--- config.mk ---
export PLATFORM = sky130hd
export DESIGN_NAME = hlt_timer
export DESIGN_NICKNAME = d
export VERILOG_FILES = /design/src/core/hlt_pkg.sv /design/src/core/hlt_ers_sync.sv /design/src/core/hlt_timer.sv
export VERILOG_INCLUDE_DIRS = /design/src /design/src/core
export SDC_FILE = /design/constraint.sdc
export NUM_CORES = 1
export LEC_CHECK = 0
export BUFFER_PORTS_ARGS = -buffer_cell sky130_fd_sc_hd__buf_2
export CORE_ASPECT_RATIO = 0.5
export CORE_MARGIN = 5
export CORE_UTILIZATION = 52
export DETAILED_ROUTE_END_ITERATION = 10
export HOLD_SLACK_MARGIN = 0.02
export PLACE_DENSITY = 0.77
export SLEW_MARGIN = 20
export SYNTH_ARGS = -nofsm -noshare
export SYNTH_HDL_FRONTEND = slang
export SYNTH_SLANG_ARGS = --single-unit
--- constraint.sdc ---
create_clock -name sys_clk -period 2.7 [get_ports sys_clk]
set_input_delay 0.405 -clock sys_clk [delete_from_list [all_inputs] [get_ports sys_clk]]
set_output_delay 0.405 -clock sys_clk [all_outputs]
set_load 0.01 [all_outputs]
--- src/core/hlt_cfg.svh ---
// Constants for the hardware limit timer control block
`ifndef HLT_CFG_SVH
`define HLT_CFG_SVH

// ==========================================================================
// Widths
`define HLT_CNT_W 8
`define HLT_MODE_W 5

// ==========================================================================
// Mode codes
`define HLT_MODE_SW_GATE 5'h00
`define HLT_MODE_LIM_ANY 5'h03
`define HLT_MODE_LIM_FALL 5'h05
`define HLT_MODE_LVL_LOW 5'h06
`define HLT_MODE_LVL_HIGH 5'h07
`define HLT_MODE_OS_SW 5'h08
`define HLT_MODE_OS_RISE 5'h09
`define HLT_MODE_OS_ANY 5'h0b
`define HLT_MODE_ELOS_RISE 5'h0c
`define HLT_MODE_ELOS_FALL 5'h0d
`define HLT_MODE_LEOS_LOW 5'h0e
`define HLT_MODE_LEOS_HIGH 5'h0f
`define HLT_MODE_MONO_RISE 5'h11
`define HLT_MODE_MONO_ANY 5'h13
`define HLT_MODE_LLOS_LOW 5'h16
`define HLT_MODE_LLOS_HIGH 5'h17

// ==========================================================================
// Edge selection by low three mode bits
`define HLT_SEL_ANY 3'h3
`define HLT_SEL_RISE_A 3'h1
`define HLT_SEL_RISE_B 3'h4
`define HLT_SEL_RISE_C 3'h6

// ==========================================================================
// Reset values and timing
`define HLT_COUNT_RST 8'h00
`define HLT_HOLD_RST 2'h0
`define HLT_RESTART_TICKS 2'h2

`endif

--- src/core/hlt_pkg.sv ---
// Types shared by the hardware limit timer control block
package hlt_pkg;

  // ========================================================================
  // Control state
  typedef enum logic [1:0] {
    ST_WAIT,
    ST_RUN,
    ST_HOLD
  } hlt_state_e;

  // ========================================================================
  // Configuration carried into the block
  typedef struct packed {
    logic [4:0] mode;
    logic [7:0] period_value;
    logic [7:0] pulse_width_value;
    logic prescaler_sync_enable;
    logic internal_osc_selected;
  } hlt_cfg_s;

  // ========================================================================
  // Status carried out of the block
  typedef struct packed {
    logic on_bit;
    logic [7:0] count_value;
    logic pwm_drive;
    logic period_match;
    logic osc_keep_alive;
  } hlt_stat_s;

endpackage : hlt_pkg

--- src/core/hlt_ers_sync.sv ---
// Two-stage synchroniser for the external trigger signal
`timescale 1ns/10ps

module hlt_ers_sync
(
  // Clock and reset
  input wire logic sys_clk,
  input wire logic rst_n,
  // Signal
  input wire logic external_trigger_signal,
  output logic ers_sync
);

  logic ers_meta;

  // ========================================================================
  // Stage one is read only by stage two
  always_ff @(posedge sys_clk or negedge rst_n)
  begin
    if (!rst_n)
    begin
      ers_meta <= 1'b0;
      ers_sync <= 1'b0;
    end
    else
    begin
      ers_meta <= external_trigger_signal;
      ers_sync <= ers_meta;
    end
  end

endmodule : hlt_ers_sync

--- src/core/hlt_timer.sv ---
// Mode-dependent start, stop and reset control of an 8-bit period timer
// Functional notes
// - Edge limit modes reset count on selected external edge before match
// - Early edge reset shortens period, restarts pulse after two clocks
// - Level limit modes hold count reset while signal at reset level
// - Level limit modes ignore external signal while run bit clear
// - Level limit: reset on match or two clocks after steady reset
// - Level limit: restart after match, or two clocks after release
// - Level limit: pulse held high through reset until width reached
// - Software one-shot: match resets count and clears run bit
// - Software one-shot restarts only by set after match; clear pauses
// - Edge one-shot starts on edge after run set; match clears run
// - Edge one-shot needs fresh edge after run bit set again
// - Edge limit one-shot: first edge starts, later edges reset count
// - Edge limit one-shot resumes two clocks after each reset edge
// - Edge limit one-shot ignores edges until run set; match clears run
// - Level-reset edge one-shot holds at reset level, starts on edge
// - Level-reset edge one-shot needs new edge after run bit cleared
// - Monostable starts on edge after run set, stops at match
// - Monostable ignores edges while counting, no pulse on match
// - Level limit one-shot counts when run set and signal inactive
// - Level limit one-shot: software clear stops without clearing count
// - Prescaler sync enabled: timer frozen in sleep, values unchanged
// - Prescaler sync disabled: timer runs in sleep, internal oscillator kept alive if selected
// - Clearing run bit returns edge-start modes to wait state and drops any restart hold
// - Count equal to period clears count on following clock
`timescale 1ns/10ps
`include "hlt_cfg.svh"

module hlt_timer
(
  // Clock and reset
  input wire logic sys_clk,
  input wire logic rst_n,
  // Timer clock enable from the selected source
  input wire logic timer_tick,
  // Software run bit access
  input wire logic sw_on_set,
  input wire logic sw_on_clr,
  // Configuration
  input wire hlt_pkg::hlt_cfg_s cfg,
  // System state and external signal
  input wire logic sleep,
  input wire logic external_trigger_signal,
  // Status
  output hlt_pkg::hlt_stat_s stat
);

  // ========================================================================
  // State
  logic on_bit;
  logic [`HLT_CNT_W-1:0] count;
  logic [1:0] hold_cnt;
  hlt_pkg::hlt_state_e state;
  logic pwm_drive;
  logic period_match;
  logic osc_keep_alive;
  logic ers_sync;
  logic ers_q;
  logic ers_qq;

  logic [`HLT_CNT_W-1:0] next_count;
  logic [1:0] next_hold;
  hlt_pkg::hlt_state_e next_state;
  logic hw_clr;
  logic pwm_set;
  logic pwm_clr;

  hlt_ers_sync u_sync
  (
    .sys_clk(sys_clk),
    .rst_n(rst_n),
    .external_trigger_signal(external_trigger_signal),
    .ers_sync(ers_sync)
  );

  // ========================================================================
  // Decode
  wire [4:0] mode = cfg.mode;
  wire frozen = sleep & cfg.prescaler_sync_enable;
  wire adv = timer_tick & ~frozen;
  wire match = (count == cfg.period_value);
  wire width_hit = (count == cfg.pulse_width_value);
  wire rise = ers_q & ~ers_qq;
  wire fall = ~ers_q & ers_qq;
  wire sel_any = (mode[2:0] == `HLT_SEL_ANY);
  wire sel_rise = (mode[2:0] == `HLT_SEL_RISE_A) |
                  (mode[2:0] == `HLT_SEL_RISE_B) |
                  (mode[2:0] == `HLT_SEL_RISE_C);
  wire qual_edge = sel_any ? (rise | fall) : (sel_rise ? rise : fall);
  // Low mode bit picks the reset level in every level-type mode
  wire reset_lvl = mode[0] ? ers_q : ~ers_q;

  wire g_edge_lim = (mode >= `HLT_MODE_LIM_ANY) &&
                    (mode <= `HLT_MODE_LIM_FALL);
  wire g_lvl_lim = (mode == `HLT_MODE_LVL_LOW) ||
                   (mode == `HLT_MODE_LVL_HIGH);
  wire g_sw_os = (mode == `HLT_MODE_OS_SW);
  wire g_edge_os = (mode >= `HLT_MODE_OS_RISE) &&
                   (mode <= `HLT_MODE_OS_ANY);
  wire g_elim_os = (mode == `HLT_MODE_ELOS_RISE) ||
                   (mode == `HLT_MODE_ELOS_FALL);
  wire g_ledge_os = (mode == `HLT_MODE_LEOS_LOW) ||
                    (mode == `HLT_MODE_LEOS_HIGH);
  wire g_mono = (mode >= `HLT_MODE_MONO_RISE) &&
                (mode <= `HLT_MODE_MONO_ANY);
  wire g_llim_os = (mode == `HLT_MODE_LLOS_LOW) ||
                   (mode == `HLT_MODE_LLOS_HIGH);
  wire one_shot = g_sw_os | g_edge_os | g_elim_os | g_ledge_os | g_llim_os;
  wire edge_start = g_edge_os | g_elim_os | g_ledge_os | g_mono;
  wire lvl_type = g_lvl_lim | g_llim_os | g_ledge_os;
  wire edge_reset = g_edge_lim | g_elim_os;

  // ========================================================================
  // Next-state decision, applied only on an active timer tick
  always_comb
  begin
    next_count = count;
    next_hold = hold_cnt;
    next_state = state;
    hw_clr = 1'b0;
    pwm_set = 1'b0;
    pwm_clr = 1'b0;
    if (!on_bit)
    begin
      // Off: arming logic returns to rest, count is kept except at reset level in level-reset edge one-shot
      next_hold = `HLT_HOLD_RST;
      if (edge_start)
        next_state = hlt_pkg::ST_WAIT;
      else if (state == hlt_pkg::ST_HOLD)
        next_state = hlt_pkg::ST_RUN;
      if (g_ledge_os && reset_lvl)
        next_count = `HLT_COUNT_RST;
    end
    else
    begin
      case (state)
        hlt_pkg::ST_WAIT:
        begin
          if (lvl_type && reset_lvl)
            next_count = `HLT_COUNT_RST;
          if (edge_start)
          begin
            if (qual_edge && !(g_ledge_os && reset_lvl))
            begin
              next_state = hlt_pkg::ST_RUN;
              pwm_set = 1'b1;
            end
          end
          else if (!(lvl_type && reset_lvl))
          begin
            next_state = hlt_pkg::ST_RUN;
            pwm_set = 1'b1;
          end
        end
        hlt_pkg::ST_RUN:
        begin
          pwm_clr = width_hit;
          if (edge_reset && qual_edge)
          begin
            // Early reset shortens the period, restart after hold
            next_count = `HLT_COUNT_RST;
            next_hold = `HLT_RESTART_TICKS;
            next_state = hlt_pkg::ST_HOLD;
          end
          else if (lvl_type && reset_lvl)
          begin
            next_count = `HLT_COUNT_RST;
            next_state = hlt_pkg::ST_WAIT;
            pwm_clr = 1'b0;
          end
          else if (match)
          begin
            next_count = `HLT_COUNT_RST;
            if (one_shot)
            begin
              hw_clr = 1'b1;
              next_state = hlt_pkg::ST_WAIT;
            end
            else if (g_mono)
              next_state = hlt_pkg::ST_WAIT;
            else
              pwm_set = 1'b1;
          end
          else
            next_count = 8'(count + 8'h01);
        end
        hlt_pkg::ST_HOLD:
        begin
          next_count = `HLT_COUNT_RST;
          if (hold_cnt <= 2'h1)
          begin
            next_hold = `HLT_HOLD_RST;
            next_state = hlt_pkg::ST_RUN;
            pwm_set = 1'b1;
          end
          else
            next_hold = 2'(hold_cnt - 2'h1);
        end
        default:
          next_state = hlt_pkg::ST_WAIT;
      endcase
    end
  end

  // ========================================================================
  // Trigger sampling on timer ticks
  always_ff @(posedge sys_clk or negedge rst_n)
  begin
    if (!rst_n)
    begin
      ers_q <= 1'b0;
      ers_qq <= 1'b0;
    end
    else if (adv)
    begin
      ers_q <= ers_sync;
      ers_qq <= ers_q;
    end
  end

  // ========================================================================
  // Run bit: a software set wins over any clear in the same cycle
  always_ff @(posedge sys_clk or negedge rst_n)
  begin
    if (!rst_n)
      on_bit <= 1'b0;
    else if (sw_on_set)
      on_bit <= 1'b1;
    else if (sw_on_clr || (adv && hw_clr))
      on_bit <= 1'b0;
  end

  // ========================================================================
  // Counter and control state; nothing moves while frozen in sleep
  always_ff @(posedge sys_clk or negedge rst_n)
  begin
    if (!rst_n)
    begin
      count <= `HLT_COUNT_RST;
      hold_cnt <= `HLT_HOLD_RST;
      state <= hlt_pkg::ST_WAIT;
    end
    else if (adv)
    begin
      count <= next_count;
      hold_cnt <= next_hold;
      state <= next_state;
    end
  end

  // ========================================================================
  // Pulse drive toward the compare unit, set wins over clear
  always_ff @(posedge sys_clk or negedge rst_n)
  begin
    if (!rst_n)
    begin
      pwm_drive <= 1'b0;
      period_match <= 1'b0;
    end
    else
    begin
      period_match <= adv && on_bit && (state == hlt_pkg::ST_RUN) && match;
      if (adv && pwm_set)
        pwm_drive <= 1'b1;
      else if (adv && pwm_clr)
        pwm_drive <= 1'b0;
    end
  end

  // ========================================================================
  // Oscillator request in sleep
  always_ff @(posedge sys_clk or negedge rst_n)
  begin
    if (!rst_n)
      osc_keep_alive <= 1'b0;
    else
      osc_keep_alive <= sleep & ~cfg.prescaler_sync_enable &
                        cfg.internal_osc_selected;
  end

  assign stat = '{on_bit: on_bit, count_value: count, pwm_drive: pwm_drive,
                  period_match: period_match, osc_keep_alive: osc_keep_alive};
endmodule : hlt_timer

* Yosys cells after proc, flatten, opt, wreduce, memory -nomap -nowiden *
Index checks and enable logic that the tools add are counted.

word-level totals
  flip-flop bits (word level) = 20
  bits in latches = 0
  RAM bits = 0
  ROM bits = 0
  input bits = 30
  output and inout port bits = 12
  logic and storage cells = 148
  memories kept = 0

operators by class
  $add $sub $neg = 2
  $mul = 0
  div/mod/pow operators = 0
  $lt $le $gt $ge = 7
  equal/unequal tests = 26
  shift-type cells = 0
  muxes and demuxes = 52
  bitwise operators = 23
  reduce and logical (&&, ||, !) cells = 27

operators by type and width
  kind                                                                number
  2-to-1 mux 8 bit                                                    6
  2-to-1 mux 2 bit                                                    15
  2-to-1 mux 1 bit                                                    27
  == test 5 x 4 -> 1 bit (second input constant)                      5
  case mux 8 bit (3 select lines)                                     1
  == test 8 bit                                                       2
  logical AND 1 bit                                                   13
  bitwise OR 1 bit                                                    13
  == test 5 x 3 -> 1 bit (second input constant)                      2
  == test 5 bit (second input constant)                               2
  adder 8 x 1 -> 8 bit (second input constant)                        1
  inequality test 4 bit (second input constant)                       2
  AND reduction 7 bit                                                 1
  AND 1 bit                                                           6
  == test 3 bit (second input constant)                               2
  inequality test 3 bit (second input constant)                       2
  inequality test 6 bit (second input constant)                       1
  case mux 2 bit (3 select lines)                                     1
  nonzero test 2 bit                                                  3
  greater-or-equal comparator 5 x 2 -> 1 bit (second input constant)  1
  greater-or-equal comparator 5 x 4 -> 1 bit (second input constant)  1
  greater-or-equal comparator 5 bit (second input constant)           1
  less-or-equal comparator 5 x 3 -> 1 bit (second input constant)     1
  less-or-equal comparator 5 x 4 -> 1 bit (second input constant)     1
  20 further kinds                                                    27

* Depth between registers and ports, before layout *
Gate-level depths: netlist of the first run.

  depth after elaboration = 16
  depth in mapped cells = 8
  depth with buffers taken out = 8

* Modules after synthesis *
A second synthesis of the first run with hierarchy kept.

second synthesis, totals
  cells, all modules = 177
  area total of the unflattened synthesis = 1639.1 µm²

by module, submodules not included
  module        instances  cells an instance  area each (µm²)  seq. area each (µm²)
  hlt_timer     1          175                1589.0           450.4
  hlt_ers_sync  1          2                  50.0             50.0

* Worst setup path before layout of the first run *
Ideal clock, no wire load.

  path kind = reg2reg
  start point = register ers_q
  end point = register hold_cnt[0]
  setup time = 0.128 ns
  arrival = 1.982 ns
  required time = 2.572 ns
  slack = 0.590 ns
  cell stages (with the launch flop) = 9
  buffers on the path = 0
  clock period less this slack = 2.110 ns
  cells stage by stage = dfrtp_1 -> inv_1 -> ha_1 -> nand2b_1 -> a31oi_1 -> nor4b_4 -> nand3_1 -> a31oi_1 -> mux2_1

on the way
  word-level cells in the longest chain between the ends = 7
  elaborated cells between the ends (all ways) = 9
  those cells by class = eq/ne: 1; mux: 2; bitwise: 4; reduce/logical: 2

RTL lines
  what                                                         RTL line          source
  from (decl)                                                  hlt_timer.sv:59   logic ers_q;
  from (signal assigned)                                       hlt_timer.sv:217  ers_q <= ers_sync;
  NOT 1 bit                                                    hlt_timer.sv:85   wire fall = ~ers_q & ers_qq;
  AND 1 bit                                                    hlt_timer.sv:85
  2-to-1 mux 1 bit / bitwise OR 1 bit (equally long branches)  hlt_timer.sv:90   wire qual_edge = sel_any ? (rise | fall) : (sel_rise ? rise : fall);
  2-to-1 mux 1 bit (*)                                         hlt_timer.sv:90
  logical AND 1 bit (*)                                        hlt_timer.sv:159  if (edge_reset && qual_edge)
  inequality test 3 bit (no source line) (*)                   n/a
  AND reduction 3 bit (no source line) (*)                     n/a
  to (signal assigned)                                         hlt_timer.sv:241  hold_cnt <= `HLT_HOLD_RST;
  to (signal assigned)                                         hlt_timer.sv:247  hold_cnt <= next_hold;
  to (decl)                                                    hlt_timer.sv:53   logic [1:0] hold_cnt;

Mark *: on every way between the ends. The rest lies on a longest branch, timed or not.
A chain may end at the register's enable or synchronous reset.

* Worst setup path in the final report of the first run *
Same ends and word-level chain as after synthesis.

==> results.json, run 1 <==
{
  "status": "completed",
  "yosys.cell_types.count": 46,
  "cts_buffers": 3,
  "yosysWarnings": 0,
  "finalNetCount": 251,
  "cts.clk_slew.worst_paths_ns": 0.08,
  "path_cells": "inv_1 > ha_1 > nand2b_1 > a31oi_1 > nor4b_4 > nand3_1 > a31oi_1 > mux2_1",
  "synth_area_leaders": "dfrtp_1, xnor2_1, nand2_1",
  "cp_top_family": "simple AND/OR/NAND/NOR gates",
  "end_kind": "register",
  "fin_skew_ns": 0.00696,
  "coreArea_um2": 2700,
  "netlist_instances": 184,
  "start_util_pct": 56.3,
  "drtAntennaViolNets": 0,
  "report.final.slew_viol_count": 0,
  "syn-cell-area_um2": 1520,
  "vdd_drop_max_mv": 0.343,
  "synth_top_area_share_pct": 32.9,
  "ys_async_sr_fraction_pct": 100,
  "fin_crit_sh_pct": 85.6,
  "synth-seq-area-share_pct": 32.9,
  "dpl-instance-area_um2": 1700,
  "worst_pin_slew_ns": 0.581,
  "vias": 1416,
  "hold_violations": 0,
  "drc_errors": 0,
  "syn2layout_area_growth_pct": 15.5,
  "worst-endpoint-required_ns": 2.85,
  "die-area_um2": 4170,
  "fill_cells": 244,
  "drt-initial-drc-count": 108,
  "cts_tree": "built",
  "cp_num_buf_inv": 1,
  "drt-total-wl_mm": 3.50,
  "post_cts_buffers": 0,
  "cp.arrival_ns": 2.46,
  "critPathMaxFanout": 6,
  "setup-tns-final_ns": 0,
  "cts.htree.levels": 1,
  "clock_path_buffers": 2,
  "row_count": 13,
  "dp_hpwl_mm": 2.71,
  "layout_commonest_cell": "buf_2",
  "drv_cap": 0,
  "portBuffers": 41,
  "combPwrFrac_pct": 32.5,
  "root_buffer": "clkbuf_8",
  "antenna_found_initial": 0,
  "gp_congestion": 0.818,
  "p_sw_mw": 0.336,
  "syn_nets": 217,
  "pwr-share-seq_pct": 42.8,
  "clk-insertion-delay-late_ns": 0.26,
  "n_antenna_cell": 0,
  "period_minus_slack_ns": 2.31,
  "slowest_stage": "dfrtp_1",
  "holdWs_ns": 0.0803,
  "ios": 42,
  "setup_viol": 0,
  "fmax_ghz": 0.432,
  "slowest_delay_ns": 0.44,
  "layout_common_cells": "buf_2, nand2_1, dfrtp_1",
  "ctsResizeCount": 0,
  "power.density_nw_per_um2": 536,
  "die_w_um": 86.4,
  "gr-total-overflow": 0,
  "grt_pass1_vias": 1292,
  "avgSynthCellArea_um2": 8.26,
  "drt_pass1_iterations": 4,
  "switching_share_pct": 35.7,
  "vias_per_cell": 5.57,
  "ctsHoldBuffers": 0,
  "holdCritPathClass": "input port to asynchronous set/reset pin",
  "clock-sinks": 20,
  "grt_first_pass_wirelength_mm": 5.76,
  "synth_edf_count": 0,
  "design_area_um2": 1750,
  "leakage_nw": 0.776,
  "path_class": "register to register",
  "multiInputGateArea_um2": 898,
  "power.internal_mw": 0.604,
  "p_clk_share_pct": 24.8,
  "synth_area_leader_cell": "dfrtp_1",
  "die_h_um": 48.2,
  "final_cells": 254,
  "slew_headroom_pct": 61.0,
  "ys_seq_elements": 20,
  "grt_max_degree": 21,
  "grt_usage_pct": 17.7,
  "wl_per_cell_um": 13.8,
  "rsz0062_at_grt": "false",
  "seqCellArea_um2": 500,
  "synthFlopType": "dfrtp_1",
  "dp_cells": 250,
  "start_kind": "register",
  "path_common_cell": "a31oi_1",
  "drive_gt1_share_pct": 24.0
}
==> state kept, by name, summed over array words and instances (netlist names) <==
register / flops
count: 8
hold_cnt: 2
state: 2
ers_q: 1
ers_qq: 1
on_bit: 1
osc_keep_alive: 1
period_match: 1
pwm_drive: 1
u_sync.ers_meta: 1
u_sync.ers_sync: 1
==> area by class of cell <==
class / instances / area share, %
flip-flops and latches: 20 / 28.5
repair buffers: 41 / 11.7
well taps: 37 / 2.64
multi-input cells: 139 / 51.2
inverters: 13 / 2.78
clock buffers: 4 / 3.14
==> cells by family (layout without fill, tap and decap cells) <==
kind of cell	count (synthesis)	count (layout)	synth area share [%]
and+or+nand+nor	78	78	29.4
adders and majority gates	3	3	2.47
muxes	1	1	0.741
DFF	20	20	32.9
buffers and inverters	25	58	7.91
AOI/OAI and AO/OA	40	40	16.7
xor gates and xnor gates	17	17	9.80
==> Yosys cell counts (all sizes together) (2+ instances only) <==
cell,count
xor2,5
o21ai,12
nand4,7
o22ai,6
nand4b,2
a21oi,8
ha,3
inv,13
clkbuf,4
nand2b,7
dfrtp,20
nand2,22
nand3,9
buf,8
a31oi,4
a31o,2
nor2b,5
nor4b,3
xnor2,12
nor2,10
nor3,6
==> stage by stage <==
stage | worst slack [ns] | utilization (%) | total power [mW]
6_report | 0.388 | 65.0 | 0.941
4_1_cts | 0.410 | 65.0 | 0.947
5_1_grt | 0.143 | 65.0 | 1.00
2_1_floorplan | 0.590 | - | 0.619
3_5_place_dp | 0.398 | 62.9 | 0.712
3_3_place_gp | 0.498 | 62.9 | 0.705
==> final timing paths <==
| kind | end | cells past startpoint | slack, ns | from |
|---|---|---|---|---|
| max | hold_cnt[0] | 8 | 0.39 | ers_q |
| min | period_match | 1 | 0.08 | rst_n |
| max reg2reg | hold_cnt[0] | 8 | 0.39 | ers_q |
| min reg2reg | u_sync.ers_sync | 0 | 0.35 | u_sync.ers_meta |
| max in group asynchronous | pwm_drive | 1 | 2.31 | rst_n |
| min in group sys_clk | u_sync.ers_meta | 1 | 0.24 | external_trigger_signal |
==> worst register-to-register path, cell delays in order (launching register included) <==
cell and delay (ns):
dfrtp_1 0.44, inv_1 0.09, ha_1 0.28, nand2b_1 0.14, a31oi_1 0.21, nor4b_4 0.35
nand3_1 0.15, a31oi_1 0.22, mux2_1 0.33
==> power groups by stage <==
stage                     logic [mW]  clock network [mW]  registers (mW)
final                          0.305               0.233           0.402
after global routing           0.340               0.250           0.412
after detailed placement       0.304                   0           0.408
after floorplan                0.231                   0           0.387
after global placement         0.299                   0           0.407
after CTS                      0.306               0.239           0.402
==> routing by layer <==
metal,vias up,part of all wire (%),global-route usage (%)
met5,-,0,0
met4,0,0.83,4.04
met3,4,4.6,2.70
met2,35,49,33.3
met1,666,46,22.4
li1,711,-,-
No activity file was read; power rests on OpenSTA's default activity.
==> inputs of run 2 (changes only) <==
Settings changed: REMOVE_ABC_BUFFERS set to 1.
==> results.json, run 2 (synthesized netlist as in run 1, its figures left out) <==
{
  "wl_met1_mm": 1.62,
  "largest_register_ffs": 8,
  "layout_commonest_cell": "buf_2",
  "vias_per_cell": 5.80,
  "met3_wirelength_um": 224,
  "grt_usage_pct": 19.4,
  "ios": 42,
  "setup-tns-final_ns": 0,
  "antenna_found_initial": 0,
  "ctsHoldBuffers": 0,
  "drtAntennaViolNets": 0,
  "post_cts_buffers": 0,
  "wl_per_cell_um": 14.7,
  "hold_violations": 0,
  "drt_pass1_iterations": 4,
  "die_h_um": 48.2,
  "row_count": 13,
  "vias": 1474,
  "layout_common_cells": "buf_2, nand2_1, dfrtp_1",
  "cts_tree": "built",
  "worst_pin_slew_ns": 0.568,
  "power.density_nw_per_um2": 539,
  "end_kind": "register",
  "critPathMaxFanout": 6,
  "grt_first_pass_wirelength_mm": 6.24,
  "grt_max_degree": 21,
  "rsz0062_at_grt": "false",
  "ctsResizeCount": 0,
  "report.final.slew_viol_count": 0,
  "rr_startpoint": "ers_q",
  "cts.htree.levels": 1,
  "drt-initial-drc-count": 181,
  "dp_hpwl_mm": 2.94,
  "holdWs_ns": 0.0883,
  "fmax_ghz": 0.415,
  "drt-total-wl_mm": 3.74,
  "cts.clk_slew.worst_paths_ns": 0.08,
  "setup_viol": 0,
  "root_buffer": "clkbuf_8",
  "drive_gt1_share_pct": 24.0,
  "holdCritPathClass": "input port to asynchronous set/reset pin",
  "start_util_pct": 56.3,
  "top_regs": "count: 8 flops, hold_cnt: 2 flops, state: 2 flops",
  "worst-endpoint-required_ns": 2.85,
  "clk-insertion-delay-late_ns": 0.26,
  "status": "completed",
  "clock_path_buffers": 2,
  "finalNetCount": 251,
  "worstSetupStartpoint": "ers_q",
  "grt_pass1_vias": 1372,
  "coreArea_um2": 2700,
  "wl_met2_mm": 1.82,
  "vdd_drop_max_mv": 0.323,
  "fin_crit_sh_pct": 89.3,
  "path_class": "register to register",
  "drv_cap": 0,
  "die-area_um2": 4170,
  "final_core_util_pct": 65.0,
  "period_minus_slack_ns": 2.41,
  "fin_skew_ns": 0.00361,
  "cp.arrival_ns": 2.56,
  "clock-sinks": 20,
  "routed.top_layer": "met4",
  "leakage_nw": 0.776,
  "portBuffers": 41,
  "drc_errors": 0,
  "gr-total-overflow": 0,
  "slew_headroom_pct": 61.9,
  "largest-register": "count",
  "gp_congestion": 0.839,
  "syn2layout_area_growth_pct": 15.5,
  "cts_buffers": 3,
  "start_kind": "register",
  "n_antenna_cell": 0,
  "die_w_um": 86.4
}
run 2: cell counts in the layout (fill, tap and decap cells not counted):
No cell type changed its count.
run 2: critical path, cell delays in order (launching register included):
cell and delay, ns:
dfrtp_1 0.45, inv_1 0.09, ha_1 0.30, nand2b_1 0.14, a31oi_1 0.22, nor4b_4 0.38, nand3_1 0.16, a31oi_1 0.22
mux2_1 0.34
run 2: per-stage QoR:
step | cell area, um^2 | power (mW) | worst slack [ns] | cells
after floorplan | 1450 | 0.602 | 0.593 | 172
after global placement | 1700 | 0.705 | 0.496 | 250
after detailed placement | 1700 | 0.720 | 0.307 | 250
after CTS | 1750 | 0.951 | 0.322 | 254
after global routing | 1750 | 1.01 | 0.182 | 254
final | 1750 | 0.946 | 0.289 | 254
run 2: worst paths after layout:
path | cells past startpoint | slack [ns] | end
max in group asynchronous | 1 | 2.29 | count[5]
max | 8 | 0.29 | hold_cnt[0]
min | 1 | 0.09 | count[1]
min reg2reg | 0 | 0.35 | u_sync.ers_sync
max reg2reg | 8 | 0.29 | hold_cnt[0]
min in group sys_clk | 1 | 0.24 | u_sync.ers_meta
run 2: routing by layer:
| layer | global-route usage, % | vias to the layer above |
|---|---|---|
| met4 | 5.90 | 0 |
| met5 | 0 | - |
| li1 | - | 714 |
| met2 | 34.8 | 60 |
| met3 | 4.38 | 11 |
| met1 | 24.5 | 689 |
run 2: power by group:
part / leakage, nW / total, mW / switching, mW / internal (mW)
sequential: 0.261 / 0.404 / 0.0691 / 0.335
clock: 0.0288 / 0.230 / 0.100 / 0.130
combinational: 0.486 / 0.312 / 0.171 / 0.140
run 2: area by class of cell:
cell class | count | area, um^2
Tap cell | 37 | 46.3
Fill cell | 255 | 946
Timing Repair Buffer | 41 | 205
Clock buffer | 4 | 55.1
Multi-Input combinational cell | 139 | 898
Inverter | 13 | 48.8
Sequential cell | 20 | 500
